File: config.mk
export PLATFORM = sky130hd
export DESIGN_NAME = mebp_bus
export DESIGN_NICKNAME = d
export VERILOG_FILES = /design/src/mebp_pkg.sv /design/src/mebp_bus.sv /design/src/mebp_bus_clock_out_gen.sv /design/src/mebp_mode_latch.sv
export SDC_FILE = /design/constraint.sdc
export NUM_CORES = 1
export LEC_CHECK = 0
export BUFFER_PORTS_ARGS = -buffer_cell sky130_fd_sc_hd__clkbuf_2
export CAP_MARGIN = 20
export CORE_UTILIZATION = 50
export CTS_BUF_LIST = sky130_fd_sc_hd__clkbuf_8
export CTS_CLUSTER_DIAMETER = 40
export DETAILED_ROUTE_END_ITERATION = 16
export PLACE_DENSITY = 0.73
export SLEW_MARGIN = 20
export SYNTH_ARGS = -nofsm -noshare
export SYNTH_HDL_FRONTEND = slang
export SYNTH_SLANG_ARGS = --single-unit
File: constraint.sdc
create_clock -name sys_clk -period 2.9 [get_ports sys_clk]
set_input_delay 0.58 -clock sys_clk [delete_from_list [all_inputs] [get_ports sys_clk]]
set_output_delay 0.58 -clock sys_clk [all_outputs]
set_load 0.01 [all_outputs]
File: src/mebp_pkg.sv
package mebp_pkg;
	localparam int MEBP_AW = 4;
	localparam int MEBP_DW = 8;
	localparam logic [MEBP_AW-1:0] MEBP_REG_PIN_ASSIGN = 4'h0;
	localparam logic [MEBP_AW-1:0] MEBP_REG_UPPER_DATA = 4'h1;
	localparam logic [MEBP_AW-1:0] MEBP_REG_UPPER_DIR = 4'h2;
	localparam logic [MEBP_AW-1:0] MEBP_REG_LOWER_DATA = 4'h3;
	localparam logic [MEBP_AW-1:0] MEBP_REG_LOWER_DIR = 4'h4;
	localparam logic [MEBP_AW-1:0] MEBP_REG_MISC_DATA = 4'h5;
	localparam logic [MEBP_AW-1:0] MEBP_REG_MISC_DIR = 4'h6;
	localparam logic [MEBP_AW-1:0] MEBP_REG_STATUS = 4'h7;
	// pin assignment register fields
	localparam int MEBP_B_READ_WRITE_ENABLE_BIT = 0;
	localparam int MEBP_B_LOW_STROBE_ENABLE_BIT = 1;
	localparam int MEBP_B_BUS_ENABLE_DISABLE_BIT = 2;
	localparam int MEBP_B_QTRK = 3;
	localparam int MEBP_B_STR_LO = 4;
	localparam int MEBP_B_STR_HI = 5;
	localparam int MEBP_B_TAGSEL = 6;
	localparam logic [MEBP_DW-1:0] MEBP_PIN_ASSIGN_RST = 8'h00;
	// misc port bits
	localparam int MEBP_M_RW = 0;
	localparam int MEBP_M_LOW_BYTE_STROBE = 1;
	localparam int MEBP_M_MODE_SELECT_A = 2;
	localparam int MEBP_M_MODE_SELECT_B = 3;
	localparam logic [MEBP_DW-1:0] MEBP_ZERO8 = 8'h00;
	localparam logic [1:0] MEBP_Q_LAST = 2'h3;
	localparam logic [1:0] MEBP_Q_HIGH = 2'h2;
	localparam logic [1:0] MEBP_STR_RST = 2'h0;
	// mode word is {special_n, mode_b, mode_a}
	localparam int MEBP_MODE_A = 0;
	localparam int MEBP_MODE_B = 1;
	localparam int MEBP_MODE_S = 2;
	typedef enum logic [1:0] {
		MEBP_IDLE = 2'h0,
		MEBP_BUS1 = 2'h1,
		MEBP_BUS2 = 2'h2
	} mebp_state_t;
	function automatic logic mebp_expanded(input logic [2:0] m);
		return m[MEBP_MODE_A];
	endfunction
	function automatic logic mebp_wide(input logic [2:0] m);
		return m[MEBP_MODE_A] & m[MEBP_MODE_B];
	endfunction
	function automatic logic mebp_low_byte_strobe(input logic a0, input logic sz8_n);
		return ~(a0 ^ sz8_n);
	endfunction
endpackage

File: src/mebp_bus.sv
// Decided for this implementation: the plain strobed port and the placing of the registers.
`timescale 1ns/1ps
`default_nettype none
// Notes on behaviour
// RULE_01: mode pins sampled during reset set mode
// RULE_02: mode pins pulled down during reset
// RULE_03: mode pins become queue tracking or gpio
// RULE_04: queue state time-multiplexed on tracking pins
// RULE_05: special mode pin reused as debug or tag
// RULE_06: ports gpio single-chip, bus when expanded
// RULE_07: wide: upper high byte, lower low byte
// RULE_08: narrow: address both ports, data upper only
// RULE_09: narrow word: high byte then low byte
// RULE_10: outside logic latches address at clock rise
// RULE_11: read/write pin gpio until enabled, gates writes
// RULE_12: strobe pin gpio until enabled, gates writes
// RULE_13: strobe pin doubles as tag low input
// RULE_14: bus enable low during bus clock high
// RULE_15: stretched: enable only in final quarter
// RULE_16: enable on reads only, disable bit, on
// RULE_17: bus enable pulled up in single-chip modes
// RULE_18: device drives bus clock out
// RULE_19: strobe is xnor of addr bit0, size
// RULE_20: bus clock half crystal, stretchable; here stretch adds whole bus clock periods, bus_clock_out keeps its rate
// RULE_21: read/write high read, low write, whole cycle
module mebp_bus import mebp_pkg::*; (
	input wire logic sys_clk,
	input wire logic sys_rst,
	input wire logic ce,
	input wire logic [MEBP_AW-1:0] reg_addr,
	input wire logic [MEBP_DW-1:0] reg_wdata,
	input wire logic reg_wr,
	input wire logic reg_rd,
	output logic [MEBP_DW-1:0] reg_rdata,
	input wire logic acc_req,
	input wire logic acc_write,
	input wire logic byte_size_access_n,
	input wire logic [15:0] acc_addr,
	input wire logic [15:0] acc_wdata,
	output logic acc_ready,
	output logic acc_done,
	output logic [15:0] acc_rdata,
	input wire logic [3:0] queue_state,
	input wire logic dbg_tx,
	input wire logic dbg_tx_en,
	output logic dbg_rx,
	output logic tag_high_input,
	output logic tag_low_input,
	input wire logic [7:0] upper_bus_port_in,
	output logic [7:0] upper_bus_port_out,
	output logic [7:0] upper_bus_port_oe,
	input wire logic [7:0] lower_bus_port_in,
	output logic [7:0] lower_bus_port_out,
	output logic [7:0] lower_bus_port_oe,
	input wire logic rw_in,
	output logic rw_out,
	output logic rw_oe,
	output logic rw_pullup,
	input wire logic low_byte_strobe_in,
	output logic low_byte_strobe_out,
	output logic low_byte_strobe_oe,
	output logic low_byte_strobe_pullup,
	output logic data_bus_enable_n,
	output logic data_bus_enable_oe,
	output logic data_bus_enable_pullup,
	input wire logic mode_select_a_in,
	output logic mode_select_a_out,
	output logic mode_select_a_oe,
	input wire logic mode_select_b_in,
	output logic mode_select_b_out,
	output logic mode_select_b_oe,
	output logic mode_pulldown_en,
	input wire logic special_mode_select_n_in,
	output logic special_mode_select_n_out,
	output logic special_mode_select_n_oe,
	output logic bus_clock_out
);
	logic [2:0] mode;
	logic [MEBP_DW-1:0] pin_assignment_reg;
	logic [7:0] upper_data, upper_dir, lower_data, lower_dir;
	logic [7:0] misc_data, misc_dir;
	logic [1:0] quarter;
	logic sub_first, sub_last, stretched, cyc_end;
	mebp_state_t state;
	mebp_state_t next_state;
	logic p_write, p_sz8_n;
	logic [15:0] p_addr, p_wdata;
	logic expanded, wide, special, in_bus, addr_phase, bus_clock_out_high;
	logic read_write_enable_bit, low_strobe_enable_bit;
	logic bus_enable_disable_bit, qtrk_en, tag_sel;
	logic blocked, take, last_beat, p_pend;
	logic [15:0] cur_addr;
	logic [7:0] next_up_out, next_up_oe, next_lo_out, next_lo_oe;
	logic next_dbe_n;
	assign expanded = mebp_expanded(mode);
	assign wide = mebp_wide(mode);
	assign special = ~mode[MEBP_MODE_S];
	assign read_write_enable_bit = pin_assignment_reg[MEBP_B_READ_WRITE_ENABLE_BIT];
	assign low_strobe_enable_bit = pin_assignment_reg[MEBP_B_LOW_STROBE_ENABLE_BIT];
	assign bus_enable_disable_bit = pin_assignment_reg[MEBP_B_BUS_ENABLE_DISABLE_BIT];
	assign qtrk_en = pin_assignment_reg[MEBP_B_QTRK];
	assign tag_sel = pin_assignment_reg[MEBP_B_TAGSEL];
	assign bus_clock_out_high = quarter >= MEBP_Q_HIGH;
	assign in_bus = (state != MEBP_IDLE);
	assign addr_phase = sub_first && !bus_clock_out_high;
	mebp_mode_latch u_mode (
		.sys_clk(sys_clk),
		.sys_rst(sys_rst),
		.ce(ce),
		.special_n_in(special_mode_select_n_in),
		.mode_b_in(mode_select_b_in),
		.mode_a_in(mode_select_a_in),
		.mode(mode)
	);
	mebp_bus_clock_out_gen u_bus_clock_out (
		.sys_clk(sys_clk),
		.sys_rst(sys_rst),
		.ce(ce),
		.stretch_in(pin_assignment_reg[MEBP_B_STR_HI:MEBP_B_STR_LO]),
		.quarter(quarter),
		.sub_first(sub_first),
		.sub_last(sub_last),
		.stretched(stretched),
		.cyc_end(cyc_end)
	);
	// register file
	always_ff @(posedge sys_clk) begin
		if (sys_rst) begin
			pin_assignment_reg <= MEBP_PIN_ASSIGN_RST; // RULE_16
			upper_data <= MEBP_ZERO8;
			upper_dir <= MEBP_ZERO8;
			lower_data <= MEBP_ZERO8;
			lower_dir <= MEBP_ZERO8;
			misc_data <= MEBP_ZERO8;
			misc_dir <= MEBP_ZERO8; // RULE_11 RULE_12
		end else if (ce && reg_wr) begin
			case (reg_addr)
			MEBP_REG_PIN_ASSIGN: pin_assignment_reg <= reg_wdata;
			MEBP_REG_UPPER_DATA: upper_data <= reg_wdata;
			MEBP_REG_UPPER_DIR: upper_dir <= reg_wdata;
			MEBP_REG_LOWER_DATA: lower_data <= reg_wdata;
			MEBP_REG_LOWER_DIR: lower_dir <= reg_wdata;
			MEBP_REG_MISC_DATA: misc_data <= reg_wdata;
			MEBP_REG_MISC_DIR: misc_dir <= reg_wdata;
			default: ;
			endcase
		end
	end
	always_ff @(posedge sys_clk) begin
		if (sys_rst) begin
			reg_rdata <= MEBP_ZERO8;
		end else if (ce) begin
			reg_rdata <= MEBP_ZERO8;
			if (reg_rd) begin
				case (reg_addr)
				MEBP_REG_PIN_ASSIGN: reg_rdata <= pin_assignment_reg;
				MEBP_REG_UPPER_DATA: reg_rdata <= upper_bus_port_in;
				MEBP_REG_UPPER_DIR: reg_rdata <= upper_dir;
				MEBP_REG_LOWER_DATA: reg_rdata <= lower_bus_port_in;
				MEBP_REG_LOWER_DIR: reg_rdata <= lower_dir;
				MEBP_REG_MISC_DATA: reg_rdata <= {4'h0, mode_select_b_in,
					mode_select_a_in, low_byte_strobe_in, rw_in};
				MEBP_REG_MISC_DIR: reg_rdata <= misc_dir;
				MEBP_REG_STATUS: reg_rdata <= {2'h0, tag_low_input,
					tag_high_input, in_bus, mode};
				default: reg_rdata <= MEBP_ZERO8;
				endcase
			end
		end
	end
	// a write with read/write off, or a wide write needing the low strobe with the strobe off, never reaches the bus
	assign blocked = acc_write && (!read_write_enable_bit // RULE_11
		|| (!low_strobe_enable_bit && wide // RULE_12
		&& !mebp_low_byte_strobe(acc_addr[0], byte_size_access_n)));
	assign acc_ready = (state == MEBP_IDLE) && !p_pend && expanded;
	assign take = ce && acc_req && acc_ready;
	assign last_beat = wide || !p_sz8_n || (state == MEBP_BUS2);
	always_ff @(posedge sys_clk) begin
		if (sys_rst) begin
			p_pend <= 1'b0;
			p_write <= 1'b0;
			p_sz8_n <= 1'b1;
			p_addr <= 16'h0000;
			p_wdata <= 16'h0000;
		end else if (take && !blocked) begin
			p_pend <= 1'b1;
			p_write <= acc_write;
			p_sz8_n <= byte_size_access_n;
			p_addr <= acc_addr;
			p_wdata <= acc_wdata;
		end else if (cyc_end && state == MEBP_IDLE) begin
			p_pend <= 1'b0;
		end
	end
	always_comb begin
		next_state = state;
		case (state)
		MEBP_IDLE: if (p_pend) next_state = MEBP_BUS1;
		MEBP_BUS1: next_state = last_beat ? MEBP_IDLE : MEBP_BUS2; // RULE_09
		MEBP_BUS2: next_state = MEBP_IDLE;
		default: next_state = MEBP_IDLE;
		endcase
	end
	always_ff @(posedge sys_clk) begin
		if (sys_rst)
			state <= MEBP_IDLE;
		else if (cyc_end)
			state <= next_state;
	end
	// narrow second beat addresses the low byte
	assign cur_addr = (state == MEBP_BUS2) ? (p_addr | 16'h0001) : p_addr;
	always_ff @(posedge sys_clk) begin
		if (sys_rst) begin
			acc_done <= 1'b0;
			acc_rdata <= 16'h0000;
		end else if (ce) begin
			acc_done <= (take && blocked) || (cyc_end && in_bus && last_beat);
			if (cyc_end && in_bus && !p_write) begin
				if (wide)
					acc_rdata <= {upper_bus_port_in, lower_bus_port_in}; // RULE_07
				else if (state == MEBP_BUS2)
					acc_rdata[7:0] <= upper_bus_port_in; // RULE_09
				else if (p_sz8_n)
					acc_rdata[15:8] <= upper_bus_port_in;
				else
					acc_rdata <= {8'h00, upper_bus_port_in}; // RULE_08
			end
		end
	end
	// address/data lanes
	always_comb begin
		next_up_out = upper_data;
		next_up_oe = upper_dir;
		next_lo_out = lower_data;
		next_lo_oe = lower_dir; // RULE_06
		if (expanded) begin
			next_up_oe = MEBP_ZERO8;
			next_lo_oe = MEBP_ZERO8;
			if (in_bus && addr_phase) begin
				next_up_out = cur_addr[15:8];
				next_lo_out = cur_addr[7:0];
				next_up_oe = 8'hFF;
				next_lo_oe = 8'hFF;
			end else if (in_bus && wide) begin
				next_up_out = p_wdata[15:8];
				next_lo_out = p_wdata[7:0]; // RULE_07
				next_up_oe = {8{p_write}};
				next_lo_oe = {8{p_write}};
			end else if (in_bus) begin
				next_up_out = (state == MEBP_BUS2 || !p_sz8_n) ?
					p_wdata[7:0] : p_wdata[15:8]; // RULE_08
				next_lo_out = cur_addr[7:0];
				next_up_oe = {8{p_write}};
				next_lo_oe = 8'hFF;
			end
		end
	end
	// bus enable: reads only, high time, last quarter when stretched
	always_comb begin
		next_dbe_n = 1'b1;
		if (in_bus && !p_write && bus_clock_out_high && sub_last) // RULE_14 RULE_16
			next_dbe_n = stretched && (quarter != MEBP_Q_LAST); // RULE_15
	end
	always_ff @(posedge sys_clk) begin
		if (sys_rst) begin
			upper_bus_port_out <= MEBP_ZERO8;
			upper_bus_port_oe <= MEBP_ZERO8;
			lower_bus_port_out <= MEBP_ZERO8;
			lower_bus_port_oe <= MEBP_ZERO8;
			bus_clock_out <= 1'b0;
			data_bus_enable_n <= 1'b1;
			data_bus_enable_oe <= 1'b0;
		end else if (ce) begin
			upper_bus_port_out <= next_up_out;
			upper_bus_port_oe <= next_up_oe;
			lower_bus_port_out <= next_lo_out;
			lower_bus_port_oe <= next_lo_oe;
			bus_clock_out <= bus_clock_out_high; // RULE_18 RULE_20
			data_bus_enable_n <= next_dbe_n;
			data_bus_enable_oe <= expanded && !bus_enable_disable_bit; // RULE_16
		end
	end
	assign data_bus_enable_pullup = sys_rst || !expanded; // RULE_17
	// control pins: function when enabled in an expanded mode, gpio otherwise
	always_ff @(posedge sys_clk) begin
		if (sys_rst) begin
			rw_out <= 1'b1;
			rw_oe <= 1'b0;
			low_byte_strobe_out <= 1'b1;
			low_byte_strobe_oe <= 1'b0;
		end else if (ce) begin
			if (expanded && read_write_enable_bit) begin
				rw_out <= !(in_bus && p_write); // RULE_21
				rw_oe <= 1'b1; // RULE_11
			end else begin
				rw_out <= misc_data[MEBP_M_RW];
				rw_oe <= misc_dir[MEBP_M_RW];
			end
			// strobe pin released between cycles so tag low can be read
			if (expanded && low_strobe_enable_bit) begin
				low_byte_strobe_out <= mebp_low_byte_strobe(cur_addr[0], p_sz8_n); // RULE_19
				low_byte_strobe_oe <= in_bus; // RULE_12 RULE_13
			end else begin
				low_byte_strobe_out <= misc_data[MEBP_M_LOW_BYTE_STROBE];
				low_byte_strobe_oe <= misc_dir[MEBP_M_LOW_BYTE_STROBE];
			end
		end
	end
	assign rw_pullup = !rw_oe; // RULE_11
	assign low_byte_strobe_pullup = !low_byte_strobe_oe; // RULE_12
	always_ff @(posedge sys_clk) begin
		if (sys_rst) begin
			tag_low_input <= 1'b0;
			tag_high_input <= 1'b0;
			dbg_rx <= 1'b1;
		end else if (ce) begin
			if (special && expanded && !low_byte_strobe_oe)
				tag_low_input <= low_byte_strobe_in; // RULE_13
			if (tag_sel)
				tag_high_input <= special_mode_select_n_in; // RULE_05
			else
				dbg_rx <= special_mode_select_n_in;
		end
	end
	// mode pins: tracking shows low pair in low time, high pair in high time
	always_ff @(posedge sys_clk) begin
		if (sys_rst) begin
			mode_select_a_out <= 1'b0;
			mode_select_a_oe <= 1'b0;
			mode_select_b_out <= 1'b0;
			mode_select_b_oe <= 1'b0;
			special_mode_select_n_out <= 1'b1;
			special_mode_select_n_oe <= 1'b0;
		end else if (ce) begin
			if (qtrk_en) begin
				mode_select_a_out <= bus_clock_out_high ? queue_state[2] : queue_state[0];
				mode_select_b_out <= bus_clock_out_high ? queue_state[3] : queue_state[1];
				mode_select_a_oe <= 1'b1; // RULE_03 RULE_04
				mode_select_b_oe <= 1'b1;
			end else begin
				mode_select_a_out <= misc_data[MEBP_M_MODE_SELECT_A];
				mode_select_b_out <= misc_data[MEBP_M_MODE_SELECT_B];
				mode_select_a_oe <= misc_dir[MEBP_M_MODE_SELECT_A]; // RULE_03
				mode_select_b_oe <= misc_dir[MEBP_M_MODE_SELECT_B];
			end
			special_mode_select_n_out <= dbg_tx;
			special_mode_select_n_oe <= dbg_tx_en && !tag_sel; // RULE_05
		end
	end
	assign mode_pulldown_en = sys_rst; // RULE_02
endmodule
`default_nettype wire

File: src/mebp_bus_clock_out_gen.sv
`timescale 1ns/1ps
`default_nettype none
// four sys_clk quarters per bus clock period
module mebp_bus_clock_out_gen import mebp_pkg::*; (
	input wire logic sys_clk,
	input wire logic sys_rst,
	input wire logic ce,
	input wire logic [1:0] stretch_in,
	output logic [1:0] quarter,
	output logic sub_first,
	output logic sub_last,
	output logic stretched,
	output logic cyc_end
);
	logic [1:0] sub;
	logic [1:0] str;
	assign sub_first = (sub == MEBP_STR_RST);
	assign sub_last = (sub == str);
	assign stretched = (str != MEBP_STR_RST);
	assign cyc_end = ce && (quarter == MEBP_Q_LAST) && sub_last;
	always_ff @(posedge sys_clk) begin
		if (sys_rst)
			quarter <= 2'h0;
		else if (ce)
			quarter <= quarter + 2'h1;
	end
	// stretch is only taken at a cycle boundary so a cycle never changes length
	always_ff @(posedge sys_clk) begin
		if (sys_rst) begin
			sub <= MEBP_STR_RST;
			str <= MEBP_STR_RST;
		end else if (ce && quarter == MEBP_Q_LAST) begin
			if (sub_last) begin
				sub <= MEBP_STR_RST;
				str <= stretch_in;
			end else begin
				sub <= sub + 2'h1;
			end
		end
	end
endmodule
`default_nettype wire

File: src/mebp_mode_latch.sv
`timescale 1ns/1ps
`default_nettype none
module mebp_mode_latch import mebp_pkg::*; (
	input wire logic sys_clk,
	input wire logic sys_rst,
	input wire logic ce,
	input wire logic special_n_in,
	input wire logic mode_b_in,
	input wire logic mode_a_in,
	output logic [2:0] mode
);
	// level follows the straps for as long as reset lasts, then holds
	always_ff @(posedge sys_clk) begin
		if (sys_rst && ce)
			mode <= {special_n_in, mode_b_in, mode_a_in}; // RULE_01
	end
endmodule
`default_nettype wire

[Yosys cells after proc, flatten, opt, wreduce, memory -nomap -nowiden]
Cells that the tools add are included.
Widths: inputs -> output; s select.
Word-level totals
  register bits after elaboration: 171
  latch bits: 0
  memory bits (writable): 0
  ROM bits: 0
  input port bits: 79
  output and inout port bits: 78
  word-level logic and storage cells: 177
  memories: 0
Cells by class
  $add $sub $neg: 2
  multiply operators: 0
  divide/modulo/power cells: 0
  magnitude comparators: 1
  eq/ne operators: 15
  shift-type cells: 0
  muxes and demuxes: 42
  bitwise logic cells: 6
  reductions and logical operators: 70
Operators by type and width (number)
  $mux 8: 22
  $pmux 8 s8: 1
  $logic_and 1x1->1: 31
  $reduce_and 2->1: 12
  $eq 4x3->1 const B: 4
  $mux 16: 1
  $mux 1: 14
  $logic_not 1->1: 13
  $eq 4x2->1 const B: 2
  $logic_or 1x1->1: 6
  $mux 2: 3
  $ne 2x2->1 const B: 3
  $reduce_and 3->1: 2
  $reduce_bool 2->1: 3
  $add 2x1->2 const B: 2
  $eq 2x2->1 const B: 2
  $eq 4x1->1 const B: 1
  $logic_not 2->1: 2
  $logic_not 4->1: 1
  $pmux 2 s2: 1
  $ne 3x1->1 const B: 1
  $not 1->1: 3
  $eq 2x1->1 const B: 1
  $eq 2x2->1: 1
  3 further kinds: 4

[Logic depth before layout (Yosys ltp)]
  depth after elaboration: 8
  mapped depth: 7
  gate-level depth less buffers: 6

[Cells and area by module]
A second synthesis with hierarchy kept.
Second synthesis, totals
  cells, all modules: 917
  area total of the unflattened synthesis: 8095.3 um^2
Modules (own cells, without submodules)
  mebp_bus: times used 1, cells each 881, area an instance 7674.9 um^2, seq. area each 3243.1 um^2
  mebp_bus_clock_out_gen: times used 1, cells each 32, area an instance 324.1 um^2, seq. area each 120.1 um^2
  mebp_mode_latch: times used 1, cells each 4, area an instance 96.3 um^2, seq. area each 90.1 um^2

[Worst setup path after synthesis]
OpenSTA, ideal clock, no wires.
  path type: input port to output port
  start: input sys_rst
  end: output data_bus_enable_pullup
  arrival: 1.485 ns
  required time: 2.320 ns
  slack: 0.835 ns
  cell stages on the path: 5
  path buffers: 3
  cell sequence: clkbuf_1 > inv_1 > clkbuf_1 > clkbuf_1 > nand2_1
On the way
  longest elaborated chain between the ends: 1
RTL lines
  from (decl): line mebp_bus.sv:28  | input wire logic sys_rst,
  $logic_or 1x1->1: line mebp_bus.sv:283  | assign data_bus_enable_pullup = sys_rst || !expanded;
  to (decl): line mebp_bus.sv:65  | output logic data_bus_enable_pullup,
Every way passes these cells.

[Worst setup path in the final report]
  start: register u_mode.mode[0]
  end: output data_bus_enable_pullup
On the way
  longest elaborated chain between the ends: 2
RTL lines
  from (decl): line mebp_mode_latch.sv:10  | output logic [2:0] mode
  from (signal assigned): line mebp_mode_latch.sv:15  | mode <= {special_n_in, mode_b_in, mode_a_in};
  $logic_not 1->1: line mebp_bus.sv:283
  $logic_or 1x1->1: line mebp_bus.sv:283
Every way passes these cells.

==> impl_metrics.ini <==
[detailed_routing]
met2WireLength_um = 10300
drc = 0
routedWlPerCell_um = 18.2
via_count = 7150
via_per_inst = 5.82
drtIter0Drc = 617
top_layer_used = met4
met1_length_um = 9970
postRouteAntennaNets = 0
wl_um = 22300
drtPass1Iterations = 7
wl_met3_um = 1440

[clock_tree]
numCtsBuffers = 17
cts_tree = built
cts_hold_buffers = 0
clock_sinks = 171
insertion_delay_ns = 0.47
cts.clk_slew.worst_paths_ns = 0.09
cts_setup_buffers = 0
root_buffer = clkbuf_8
cts-htree-levels = 4
clk_path_buf_depth = 2
post_cts_resized = 0

[grt]
grt_pass1_vias = 6494
grt_overflow = 0
grt_use_total = 0.281
antenna_found_initial = 0
grt_max_degree = 75
grt_pass1_wl_um = 35200

[sta]
slew_headroom = 0.389
min_period_over_period = 0.807
slew_viol_final = 0
finalHoldViolations = 0
fmax_ghz = 0.427
tightestPinTransition_ns = 0.910
tns_ns = 0
rsz0062_at_grt = no
setup_viol = 0
skew_ns = 0.00967
finalCriticalPeriod_ns = 2.34

[die]
initial_core_util = 0.517
core_area_um2 = 15400
die_area_um2 = 16400
num_rows = 45
die_y_um = 128
dieWidth_um = 128
io_pins = 157

[yosys]
synth_commonest_cells = 168 x dfxtp_1, 108 x mux2i_1, 103 x nor2_1
synthArstFlopShare = 0
synth-main-ff-cell = dfxtp_1
synth.most_common_cell = dfxtp_1
synth_area_um2 = 7950
synth.top_cell.area_share = 0.423
synth_cell_types = 73
yosysWarnings = 0
synth.avg_cell_area_um2 = 8.99
synthTopCellsByArea = dfxtp_1 42%, mux2i_1 14%, nor2_1 4.9%
synth_top_cell_by_area = dfxtp_1
synthCells = 884
ys_seq_area_frac = 0.435
synth_nets = 966
yosys_register_bits = 171
synth-edff-count = 3

[setup_path]
arrival_ns = 1.76
crit_type = reg -> out
path_cells = buf_4 -> nand2_1 -> clkbuf_2
crit_fanout = 18
cp.required_ns = 2.32
cp-end-kind = output port
crit_path_top_delay_cell = edfxtp_1
critPathBufInv = 2
crit_family = flip-flops
max_stage_delay_ns = 0.70
cp-start-kind = flop

[placement]
gp_congestion = 0.913
post_dp_cell_area_um2 = 8800
detailed_place_hpwl_um = 16200
io_buffers = 156

[run_status]
outcome = finished clean

[finish]
area_growth_pct = 15.6
fin_nets = 1088
post-route-cell-area_um2 = 9190
reg_top3 = acc_rdata x16, p_addr x16, p_wdata x16
n_fill_cell = 1436
layout-drive-gt1-share = 0.228
antenna-diode-count = 0

[flow_run]
cap_violations = 0

[pwr]
powerDensity_nw_per_um2 = 502
ir_drop_mv = 0.298
leakagePower_uw = 0.00398

[worst_hold_path]
hold_path.class = in -> reg
## metal layers
metal / global-route usage / up-vias
met5: 0 / -
met4: 0.113 / 0
met2: 0.451 / 303
li1: - / 3405
met1: 0.377 / 3400
met3: 0.0442 / 42
## worst min-delay path: stages
cell      delay, ns
clkbuf_2       0.07
mux2i_1        0.06
nand2_1        0.06
## stage by stage
stage | worst slack [ns] | hold WS, ns | instances | utilization | total power, uW
after floorplan | 0.835 | 0.430 | 884 | - | 2780
after global placement | 0.681 | 0.442 | 1198 | 0.572 | 2980
after detailed placement | 0.652 | 0.446 | 1198 | 0.572 | 2980
after CTS | 0.601 | 0.316 | 1228 | 0.598 | 4630
after global routing | 0.491 | 0.318 | 1228 | 0.598 | 4770
final | 0.560 | 0.331 | 1228 | 0.598 | 4610
## power breakdown
part | leakage (uW) | total (uW) | internal (uW) | switching (uW)
combinational | 0.00239 | 477 | 181 | 296
clock | 0.000201 | 1680 | 826 | 858
sequential | 0.00139 | 2450 | 2410 | 45.4
## cell type report
class	instances	area (um2)	share of cell area
flip-flops and latches	171	3450	0.376
repair buffers	170	888	0.0967
well taps	211	264	0.0287
multi-input cells	635	4150	0.452
clock inverters	10	118	0.0128
inverters	11	41.3	0.00449
clock buffers	20	275	0.0300
## placed cells by master, fill, tap and decap left out, types with 7 or more instances in the layout
cell / count
dfxtp_1: 168
clkbuf_2: 155
mux2i_1: 108
nor2_1: 103
nand2_1: 101
a21oi_1: 48
o21ai_0: 33
nand2b_1: 27
a211oi_1: 25
clkbuf_8: 20
nand4_1: 18
buf_4: 15
o221ai_1: 14
or3_1: 13
nand3_1: 11
inv_1: 10
a22o_1: 10
a221oi_1: 9
mux2_2: 8
nor2b_1: 7
## logic make-up after synthesis
kind of cell             after synthesis  synth area share
multiplexers                         118             0.152
buffers and inverters                 78            0.0433
flip-flops                           171             0.435
AO/OA/AOI/OAI                        195             0.171
XOR/XNOR                               6           0.00661
adder cells (fa/ha/maj)                3           0.00472
AND/OR/NAND/NOR                      313             0.189
## path summary, 6_finish.rpt
kind / start / to / slack (ns) / depth (start not counted)
max: u_mode.mode[0] / data_bus_enable_pullup / 0.56 / 3
min: dbg_tx / special_mode_select_n_out / 0.33 / 3
max reg2reg: u_mode.mode[0] / lower_bus_port_out[7] / 0.59 / 4
min reg2reg: p_wdata[8] / p_wdata[8] / 0.46 / 2
Note: power is estimated with default switching activity, not from simulation.
